$ cat config.mk
export PLATFORM = sky130hd
export DESIGN_NAME = spi_clock_stop_port
export DESIGN_NICKNAME = d
export VERILOG_FILES = /design/src/hdl/spi_stop_pkg.sv /design/src/hdl/spi_clock_stop_port.sv
export VERILOG_INCLUDE_DIRS = /design/src /design/src/hdl
export SDC_FILE = /design/constraint.sdc
export NUM_CORES = 1
export LEC_CHECK = 0
export BUFFER_PORTS_ARGS = -buffer_cell sky130_fd_sc_hd__buf_4
export CAP_MARGIN = 20
export CORE_ASPECT_RATIO = 0.8
export CORE_MARGIN = 4
export CORE_UTILIZATION = 30
export CTS_CLUSTER_DIAMETER = 80
export CTS_CLUSTER_SIZE = 30
export DETAILED_ROUTE_END_ITERATION = 8
export GPL_TIMING_DRIVEN = 0
export RECOVER_POWER = 50
export SETUP_SLACK_MARGIN = 0.4
export SLEW_MARGIN = 20
export SYNTH_ARGS = -nofsm -noshare
export SYNTH_HDL_FRONTEND = slang
export SYNTH_SLANG_ARGS = --single-unit
$ cat constraint.sdc
create_clock -name mclk -period 5.98 [get_ports mclk]
set_input_delay 1.196 -clock mclk [delete_from_list [all_inputs] [get_ports mclk]]
set_output_delay 1.196 -clock mclk [all_outputs]
set_load 0.03 [all_outputs]
$ cat src/hdl/spi_stop_regs.svh
// constants for the clock-stop serial port
`ifndef SPI_STOP_REGS_SVH
`define SPI_STOP_REGS_SVH

// ----------------------------------------
// word and divider widths
// ----------------------------------------
`define SPI_WORD_BITS       8
`define SPI_BIT_CNT_W       4
`define SPI_DIV_W           8

// ----------------------------------------
// stop mode encodings
// ----------------------------------------
`define STOP_NO_DELAY       2'h2
`define STOP_HALF_DELAY     2'h3

// ----------------------------------------
// fixed settings
// ----------------------------------------
`define SLAVE_DIV_VALUE     8'h01
`define SLAVE_DIV_SELECT    1'h1
`define SYNC_POLARITY_LOW   1'h1

// ----------------------------------------
// timing
// ----------------------------------------
`define MCLK_PERIOD_NS      10
`define SLAVE_DRIVE_NS      20
`define SLAVE_DRIVE_CYCLES  ((`SLAVE_DRIVE_NS + `MCLK_PERIOD_NS - 1) / `MCLK_PERIOD_NS)

`endif

$ cat src/hdl/spi_stop_pkg.sv
// types for the clock-stop serial port
package spi_stop_pkg;

    // ----------------------------------------
    // master sequencer states
    // ----------------------------------------
    typedef enum logic [4:0] {
        ST_IDLE = 5'h01,
        ST_PEND = 5'h02,
        ST_ARM  = 5'h04,
        ST_RUN  = 5'h08,
        ST_TAIL = 5'h10
    } master_state_t;

    // ----------------------------------------
    // configuration carried as one bundle
    // ----------------------------------------
    typedef struct packed {
        logic       master;
        logic [1:0] stopMode;
        logic       divSel;
        logic [7:0] divValue;
    } spi_cfg_t;

endpackage

$ cat src/hdl/spi_clock_stop_port.sv
// clock-stop serial port, master or slave, single clock domain
//
// What this block does
// [RULE1] bit clock period is divide value plus one, two ticks for divide value zero
// [RULE2] high phase from divide value parity
// [RULE3] low phase from divide value parity
// [RULE4] select bit picks processor or pin clock
// [RULE5] master drives clock and sync, reads rx
// [RULE6] slave takes all clocks and syncs in
// [RULE7] slave forces divider to half processor clock
// [RULE8] both sync polarities set, active low
// [RULE9] master inverts sync for low slave enable
// [RULE10] slave inverts low enable on both syncs
// [RULE11] enable low before rise, transfer at rise
// [RULE12] no-delay mode: launch rise, sample fall
// [RULE13] half-delay mode: launch fall, sample rise
// [RULE14] no-delay master enable low, release timing
// [RULE15] half-delay master enable lead, release timing
// [RULE16] no-delay master data off low phase later
// [RULE17] slave drives after enable, releases after
// [RULE18] software keeps bit rate within limit
// [RULE19] master clock toggles only during words
// [RULE20] slave data floats while enable inactive
`timescale 1ns/1ps
`include "spi_stop_regs.svh"

module spi_clock_stop_port
    import spi_stop_pkg::*;
(
    input  wire logic       mclk,
    input  wire logic       reset_n,
    input  wire spi_cfg_t   cfg,
    input  wire logic       dividerSourceClock,
    input  wire logic       txStart,
    input  wire logic [7:0] txWord,
    input  wire logic       txBitClockIn,
    input  wire logic       txFrameSyncIn,
    input  wire logic       rxFrameSync,
    input  wire logic       rxDataLine,
    output logic            busy,
    output logic [7:0]      rxWord,
    output logic            rxDone,
    output logic            dividerClock,
    output logic            txBitClockOut,
    output logic            txBitClockOe,
    output logic            txFrameSyncOut,
    output logic            txFrameSyncOe,
    output logic            txDataOut,
    output logic            txDataOe,
    output logic            txClockDirection,
    output logic            rxClockDirection,
    output logic            txSyncDirection,
    output logic            rxSyncDirection,
    output logic            txSyncPolarity,
    output logic            rxSyncPolarity
);

    // ----------------------------------------
    // divider setup
    // ----------------------------------------
    logic                     effSel;
    logic [`SPI_DIV_W-1:0]    effDiv;
    logic [`SPI_DIV_W:0]      divPlusOne;
    logic [`SPI_DIV_W-1:0]    hLen;
    logic [`SPI_DIV_W-1:0]    lLen;
    logic                     extPrev;
    logic                     tick;
    logic [`SPI_DIV_W-1:0]    divCnt;
    logic                     divRise;
    logic                     divFall;

    assign effSel     = cfg.master ? cfg.divSel : `SLAVE_DIV_SELECT;   // RULE7
    assign effDiv     = cfg.master ? cfg.divValue : `SLAVE_DIV_VALUE;  // RULE7
    assign divPlusOne = {1'b0, effDiv} + 9'h001;
    always_comb begin
        if (effDiv == 8'h00) begin
            // half a tick is not reachable; zero runs one tick each phase
            hLen = 8'h01;
            lLen = 8'h01;
        end else if (effDiv[0] == 1'b0) begin
            hLen = (effDiv >> 1) + 8'h01;                               // RULE2
            lLen = effDiv >> 1;                                         // RULE3
        end else begin
            hLen = divPlusOne[8:1];                                     // RULE2
            lLen = divPlusOne[8:1];                                     // RULE3
        end
    end

    // pin clock is counted on its rising edges only
    assign tick    = effSel ? 1'b1 : (dividerSourceClock & ~extPrev);  // RULE4
    assign divRise = tick && (divCnt == 8'h00) && !dividerClock;
    assign divFall = tick && (divCnt == 8'h00) && dividerClock;

    always_ff @(posedge mclk or negedge reset_n) begin
        if (!reset_n) begin
            extPrev <= 1'b0;
        end else begin
            extPrev <= dividerSourceClock;
        end
    end

    // free-running divider: period is high plus low phase in ticks
    always_ff @(posedge mclk or negedge reset_n) begin
        if (!reset_n) begin
            divCnt       <= 8'h00;
            dividerClock <= 1'b0;
        end else if (divRise) begin
            dividerClock <= 1'b1;
            divCnt       <= hLen - 8'h01;                               // RULE1
        end else if (divFall) begin
            dividerClock <= 1'b0;
            divCnt       <= lLen - 8'h01;                               // RULE1
        end else if (tick) begin
            divCnt <= divCnt - 8'h01;
        end
    end

    // ----------------------------------------
    // pin directions and polarities
    // ----------------------------------------
    always_ff @(posedge mclk or negedge reset_n) begin
        if (!reset_n) begin
            {txClockDirection, txSyncDirection, rxClockDirection, rxSyncDirection} <= 4'h0;
            {txBitClockOe, txFrameSyncOe, txSyncPolarity, rxSyncPolarity} <= 4'h0;
        end else begin
            {txClockDirection, txSyncDirection} <= {2{cfg.master}};  // RULE5 RULE6
            {txBitClockOe, txFrameSyncOe} <= {2{cfg.master}};  // RULE5
            {rxClockDirection, rxSyncDirection} <= 2'h0;  // RULE5 RULE6
            {txSyncPolarity, rxSyncPolarity} <= {2{`SYNC_POLARITY_LOW}};  // RULE8
        end
    end
    // ----------------------------------------
    // master sequencer
    // ----------------------------------------
    master_state_t             state;
    logic                      modeValid;
    logic                      launchOnRise;
    logic [`SPI_BIT_CNT_W-1:0] fallCount;
    logic                      alignEv;
    logic                      lastFall;

    assign modeValid    = cfg.stopMode[1];
    assign launchOnRise = (cfg.stopMode == `STOP_NO_DELAY);
    // no-delay enables on a fall (low phase lead), half-delay on a rise
    assign alignEv      = launchOnRise ? divFall : divRise;            // RULE14 RULE15
    assign lastFall     = (state == ST_RUN) && divFall
                          && (fallCount == 4'(`SPI_WORD_BITS - 1));

    always_ff @(posedge mclk or negedge reset_n) begin
        if (!reset_n) begin
            state          <= ST_IDLE;
            txBitClockOut  <= 1'b0;
            txFrameSyncOut <= 1'b1;
            fallCount      <= 4'h0;
        end else begin
            case (state)
                ST_IDLE: begin
                    txBitClockOut  <= 1'b0;                             // RULE19
                    txFrameSyncOut <= 1'b1;
                    fallCount      <= 4'h0;
                    if (cfg.master && modeValid && txStart) begin
                        state <= ST_PEND;
                    end
                end
                ST_PEND: begin
                    if (alignEv) begin
                        txFrameSyncOut <= 1'b0;                         // RULE9 RULE11
                        state          <= ST_ARM;
                    end
                end
                ST_ARM: begin
                    if (divRise) begin
                        txBitClockOut <= 1'b1;                          // RULE11
                        state         <= ST_RUN;
                    end
                end
                ST_RUN: begin
                    if (divRise) begin
                        txBitClockOut <= 1'b1;                          // RULE19
                    end else if (divFall) begin
                        txBitClockOut <= 1'b0;
                        fallCount     <= fallCount + 4'h1;
                        if (lastFall) begin
                            state <= ST_TAIL;
                        end
                    end
                end
                ST_TAIL: begin
                    // clock held low; release after period or low phase
                    if (launchOnRise ? divFall : divRise) begin         // RULE14 RULE15
                        txFrameSyncOut <= 1'b1;                         // RULE9
                        state          <= ST_IDLE;
                    end
                end
                default: begin
                    state <= ST_IDLE;
                end
            endcase
        end
    end

    // ----------------------------------------
    // slave enable and clock edges
    // ----------------------------------------
    logic       seActive;
    logic       sePrev;
    logic       seStart;
    logic       seEnd;
    logic       clkPrev;
    logic [3:0] drvDelay;
    logic       drvPending;

    // both syncs are low-true at the pins
    assign seActive = !cfg.master && !txFrameSyncIn && !rxFrameSync;  // RULE10
    assign seStart  = seActive && !sePrev;
    assign seEnd    = !seActive && sePrev;
    always_ff @(posedge mclk or negedge reset_n) begin
        if (!reset_n) begin
            sePrev     <= 1'b0;
            clkPrev    <= 1'b0;
            drvDelay   <= 4'h0;
            drvPending <= 1'b0;
        end else begin
            sePrev  <= seActive;
            clkPrev <= txBitClockIn;
            if (seStart) begin
                drvDelay   <= 4'(`SLAVE_DRIVE_CYCLES);                  // RULE17
                drvPending <= 1'b1;
            end else if (!seActive) begin
                drvPending <= 1'b0;
            end else if (drvPending) begin
                drvDelay <= drvDelay - 4'h1;
                if (drvDelay == 4'h1) begin
                    drvPending <= 1'b0;
                end
            end
        end
    end

    // ----------------------------------------
    // shared bit engine
    // ----------------------------------------
    logic                      riseEv;
    logic                      fallEv;
    logic                      launchEv;
    logic                      sampleEv;
    logic                      startLaunch;
    logic                      loadWord;
    logic                      dataOff;
    logic                      skipFirst;
    logic [7:0]                txShift;
    logic [7:0]                rxShift;
    logic [`SPI_BIT_CNT_W-1:0] launched;
    logic [`SPI_BIT_CNT_W-1:0] sampled;

    assign riseEv = cfg.master
                    ? (((state == ST_ARM) || (state == ST_RUN)) && divRise)
                    : (seActive && txBitClockIn && !clkPrev);
    assign fallEv = cfg.master
                    ? ((state == ST_RUN) && divFall)
                    : (seActive && !txBitClockIn && clkPrev);
    assign launchEv = launchOnRise ? riseEv : fallEv;                  // RULE12 RULE13
    assign sampleEv = launchOnRise ? fallEv : riseEv;                  // RULE12 RULE13
    assign loadWord = cfg.master ? ((state == ST_IDLE) && txStart && modeValid) : seStart;
    assign startLaunch = cfg.master
                         ? ((state == ST_PEND) && alignEv && !launchOnRise)
                         : (drvPending && seActive && (drvDelay == 4'h1)); // RULE17
    assign dataOff = cfg.master
                     ? (launchOnRise ? ((state == ST_TAIL) && divRise) // RULE16
                                     : lastFall)
                     : seEnd;                                            // RULE17

    always_ff @(posedge mclk or negedge reset_n) begin
        if (!reset_n) begin
            txShift   <= 8'h00;
            launched  <= 4'h0;
            skipFirst <= 1'b0;
            txDataOut <= 1'b0;
            txDataOe  <= 1'b0;
        end else if (loadWord) begin
            txShift   <= txWord;
            launched  <= 4'h0;
            skipFirst <= !cfg.master && launchOnRise;
        end else if (dataOff || (!cfg.master && !seActive)) begin
            txDataOe <= 1'b0;                                           // RULE16 RULE20
        end else if (startLaunch) begin
            txDataOut <= txShift[7];
            txDataOe  <= 1'b1;
            txShift   <= {txShift[6:0], 1'b0};
            launched  <= launched + 4'h1;
        end else if (launchEv && (launched < 4'(`SPI_WORD_BITS))) begin
            if (skipFirst) begin
                // slave already shows the first bit since enable
                skipFirst <= 1'b0;
            end else begin
                txDataOut <= txShift[7];                                // RULE12 RULE13
                txDataOe  <= 1'b1;
                txShift   <= {txShift[6:0], 1'b0};
                launched  <= launched + 4'h1;
            end
        end
    end

    always_ff @(posedge mclk or negedge reset_n) begin
        if (!reset_n) begin
            rxShift <= 8'h00;
            sampled <= 4'h0;
            rxWord  <= 8'h00;
            rxDone  <= 1'b0;
        end else begin
            rxDone <= 1'b0;
            if (loadWord) begin
                sampled <= 4'h0;
            end else if (sampleEv && (sampled < 4'(`SPI_WORD_BITS))) begin
                rxShift <= {rxShift[6:0], rxDataLine};                  // RULE12 RULE13
                sampled <= sampled + 4'h1;
                if (sampled == 4'(`SPI_WORD_BITS - 1)) begin
                    rxWord <= {rxShift[6:0], rxDataLine};
                    rxDone <= 1'b1;
                end
            end
        end
    end

    // ----------------------------------------
    // status
    // ----------------------------------------
    always_ff @(posedge mclk or negedge reset_n) begin
        if (!reset_n) begin
            busy <= 1'b0;
        end else begin
            busy <= cfg.master ? ((state != ST_IDLE) || loadWord) : seActive;
        end
    end

endmodule // spi_clock_stop_port

==> results.cfg <==
[status]
status = finished, final reports clean

[synth]
ys_seq_area_share_pct = 45.2
synth-simple-area-share_pct = 18.8
yosysUniqueCellTypes = 69
yosysWarnings = 0
syn-cell-area_um2 = 3660
synth.area.top_cells = dfrtp_1 (44%), mux2_4 (3.3%), nand2_1 (2.5%)
synth-seq-cells = 66
synth_area_leader_cell = dfrtp_1
synthAdderAreaFrac_pct = 2.05
synth_top_cell_area_share_pct = 43.8
synth_edf_count = 0
avgSynthCellArea_um2 = 10.5
synthXorXnorAreaFrac_pct = 2.63
synth-compound-area-share_pct = 20.1
ys.flop_type = dfrtp_1
async_flop_share_pct = 100
synth_mux_area_share_pct = 6.29
synth_top_family_by_area = compound AO/OA/AOI/OAI gates
synthCells = 347

[routing]
drc = 0
vias = 2898
drtPass1Iterations = 4
wirelength_um = 8390
final_antenna_net_count = 0
viasPerCell = 5.18
wire_per_inst_um = 15.0
initialDrtViolationCount = 220

[clock_tree]
cts_buffer_depth = 2
cts_max_level = 3
cts_made_buffers = 9
cts_tree = done
clk_latency_ns = 0.34
path_clk_slew_ns = 0.05
cts-resized-gates = 0
clock-sinks = 66
cts_setup_buffers = 0
cts_hold_buf = 0
root_buffer = clkbuf_16

[worst_setup_path]
critPathSlowestCell = o211ai_1
crit_required_ns = 6.25
critPathCaptureType = register
arrival_ns = 3.57
path_class = in -> reg
critical_path.top_delay_family = compound AO/OA/AOI/OAI gates
critPathLaunchType = primary input
crit_fanout = 10
path_cells = clkbuf_1 > nand2b_1 > o211ai_1 > o41ai_1 > o21ai_1 > buf_2 > o22a_1 > o221a_2
cpPeakStageDelay_ns = 0.56
path_buf_inv = 2

[power_and_ir_drop]
leakagePower_nw = 1.95
vdd_drop_max_mv = 0.156
power_density_nw_per_um2 = 386

[floorplanning]
initial_core_util_pct = 31.2
die_h_um = 107
die_x_um = 131
dieArea_um2 = 14000
io_pins = 51
rows = 35
core-area_um2 = 11700

[global_routing]
antenna_found_initial = 0
grt_pass1_wl_um = 14000
grt_usage_pct = 12.2
grt.overflow.total = 0
grt_max_degree = 67
first_global_vias = 2821

[timing]
skew_ns = 0.0114
rsz0062_at_grt = no
period_share_pct = 55.2
setup_viol = 0
fmax_mhz = 303
slew_viol_final = 0
tns_ns = 0
layout_min_cycle_time_ns = 3.30
hold_viol_final = 0
relSlewSlack_pct = 42.3
tightest_slew_ns = 0.866

[placement]
hpwl_um = 6060
io_buffers = 47
gp_congestion = 0.860

[flow_run]
maxCapViolations = 0

[final_layout]
final_layout_size_suffix_gt1_share_pct = 26.3
antennaDiodeCount = 0
fillers = 1163
area_delta_synth_final_pct = 23.8
post-route-util_pct = 38.6
nets = 440

[hold_path]
hp-class = reg -> reg
cell usage in the layout, fill, tap and decap left out, types with 8 or more instances in the layout:
cell	n
a21oi_1	14
buf_4	46
clkbuf_1	15
clkbuf_16	9
dfrtp_1	64
inv_1	13
mux2_4	8
nand2_1	24
nor2_1	20
o21ai_0	12
flip-flops by register name, summed over array words and instances, names as in the netlist, 4 cells and up:
signal     flops
divCnt         8
drvDelay       4
fallCount      4
launched       4
rxShift        7
rxWord         8
sampled        4
state          5
txShift        8
worst min-delay path: stages, from the launching register on:
cell,delay (ns)
dfrtp_1,0.35
nand2_1,0.05
nand2_1,0.06
final timing paths:
kind                                 startpoint                        end  slack (ns)  cells past startpoint
max in group asynchronous               reset_n      txDataOut$_DFFE_PN0P_        4.43                      1
min reg2reg                txDataOe$_DFFE_PN0P_       txDataOe$_DFFE_PN0P_        0.49                      2
max reg2reg                state[4]$_DFFE_PN0P_      rxWord[1]$_DFFE_PN0P_        3.16                      7
max                                     cfg[11]     txShift[7]$_DFFE_PN0P_        2.68                      8
min in group asynchronous               reset_n  txSyncDirection$_DFF_PN0_        0.96                      1
min                        txDataOe$_DFFE_PN0P_       txDataOe$_DFFE_PN0P_        0.49                      2
cell type report:
class                   instances  area [µm²]  area share [%]
plain buffers                  21         119            2.62
clock buffers                  10         239            5.27
clock inverters                 6         114            2.51
inverters                      14        52.6            1.16
multi-input cells             247        1840            40.5
flip-flops and latches         66        1650            36.5
well taps                     148         185            4.09
repair buffers                 47         330            7.29
Yosys cell counts, drive strengths merged, types with 4 or more instances:
cell and n:
nand2 24, ha 6, dfrtp 64, or2 4, nor3b 4, nand4 6, nor4 9, or3 6
nand2b 6, and3 5, a22oi 4, mux2 16, o41ai 4, nand3b 4, nand3 8, o221a 7
a31oi 4, buf 13, nor2 20, xor2 4, o31ai 5, clkbuf 8, a21oi 15, xnor2 7
o21ai 15, nor2b 5, nor3 6, inv 13, o22a 7
kinds of logic (layout without fill, tap and decap cells):
family	after synthesis	in the layout
adder cells (fa/ha/maj)	6	6
buffers and inverters	35	98
AND/OR/NAND/NOR	115	115
other	2	3
multiplexers	18	18
AO/OA/AOI/OAI	94	94
XOR/XNOR	11	11
flip-flops	66	66
routing by layer:
metal / up-vias / share of wire (%) / GRT usage, %
met3: 12 / 4.4 / 3.61
met4: 0 / 1.5 / 4.20
li1: 1409 / - / -
met1: 1431 / 49 / 16.8
met2: 46 / 45 / 18.3
met5: - / 0 / 0
per-stage QoR:
step	setup slack (ns)	total power, W	area, µm²	std cells	hold WS, ns
2_1_floorplan	2.85	0.000993	3660	348	0.458
6_report	2.68	0.00175	4530	559	0.491
5_1_grt	2.40	0.00185	4530	559	0.509
3_5_place_dp	2.38	0.00114	4200	543	0.471
4_1_cts	2.70	0.00176	4550	559	0.492
3_3_place_gp	2.41	0.00112	4200	543	0.467
where the power goes:
part           total [W]  internal [W]  leakage, nW  switching (W)
Sequential      0.000663      0.000558        0.846       0.000105
Combinational   0.000464      0.000211        0.941       0.000252
Clock           0.000620      0.000419        0.165       0.000201
Total            0.00175       0.00119         1.95       0.000559
Note: power is estimated with default switching activity, not from simulation.
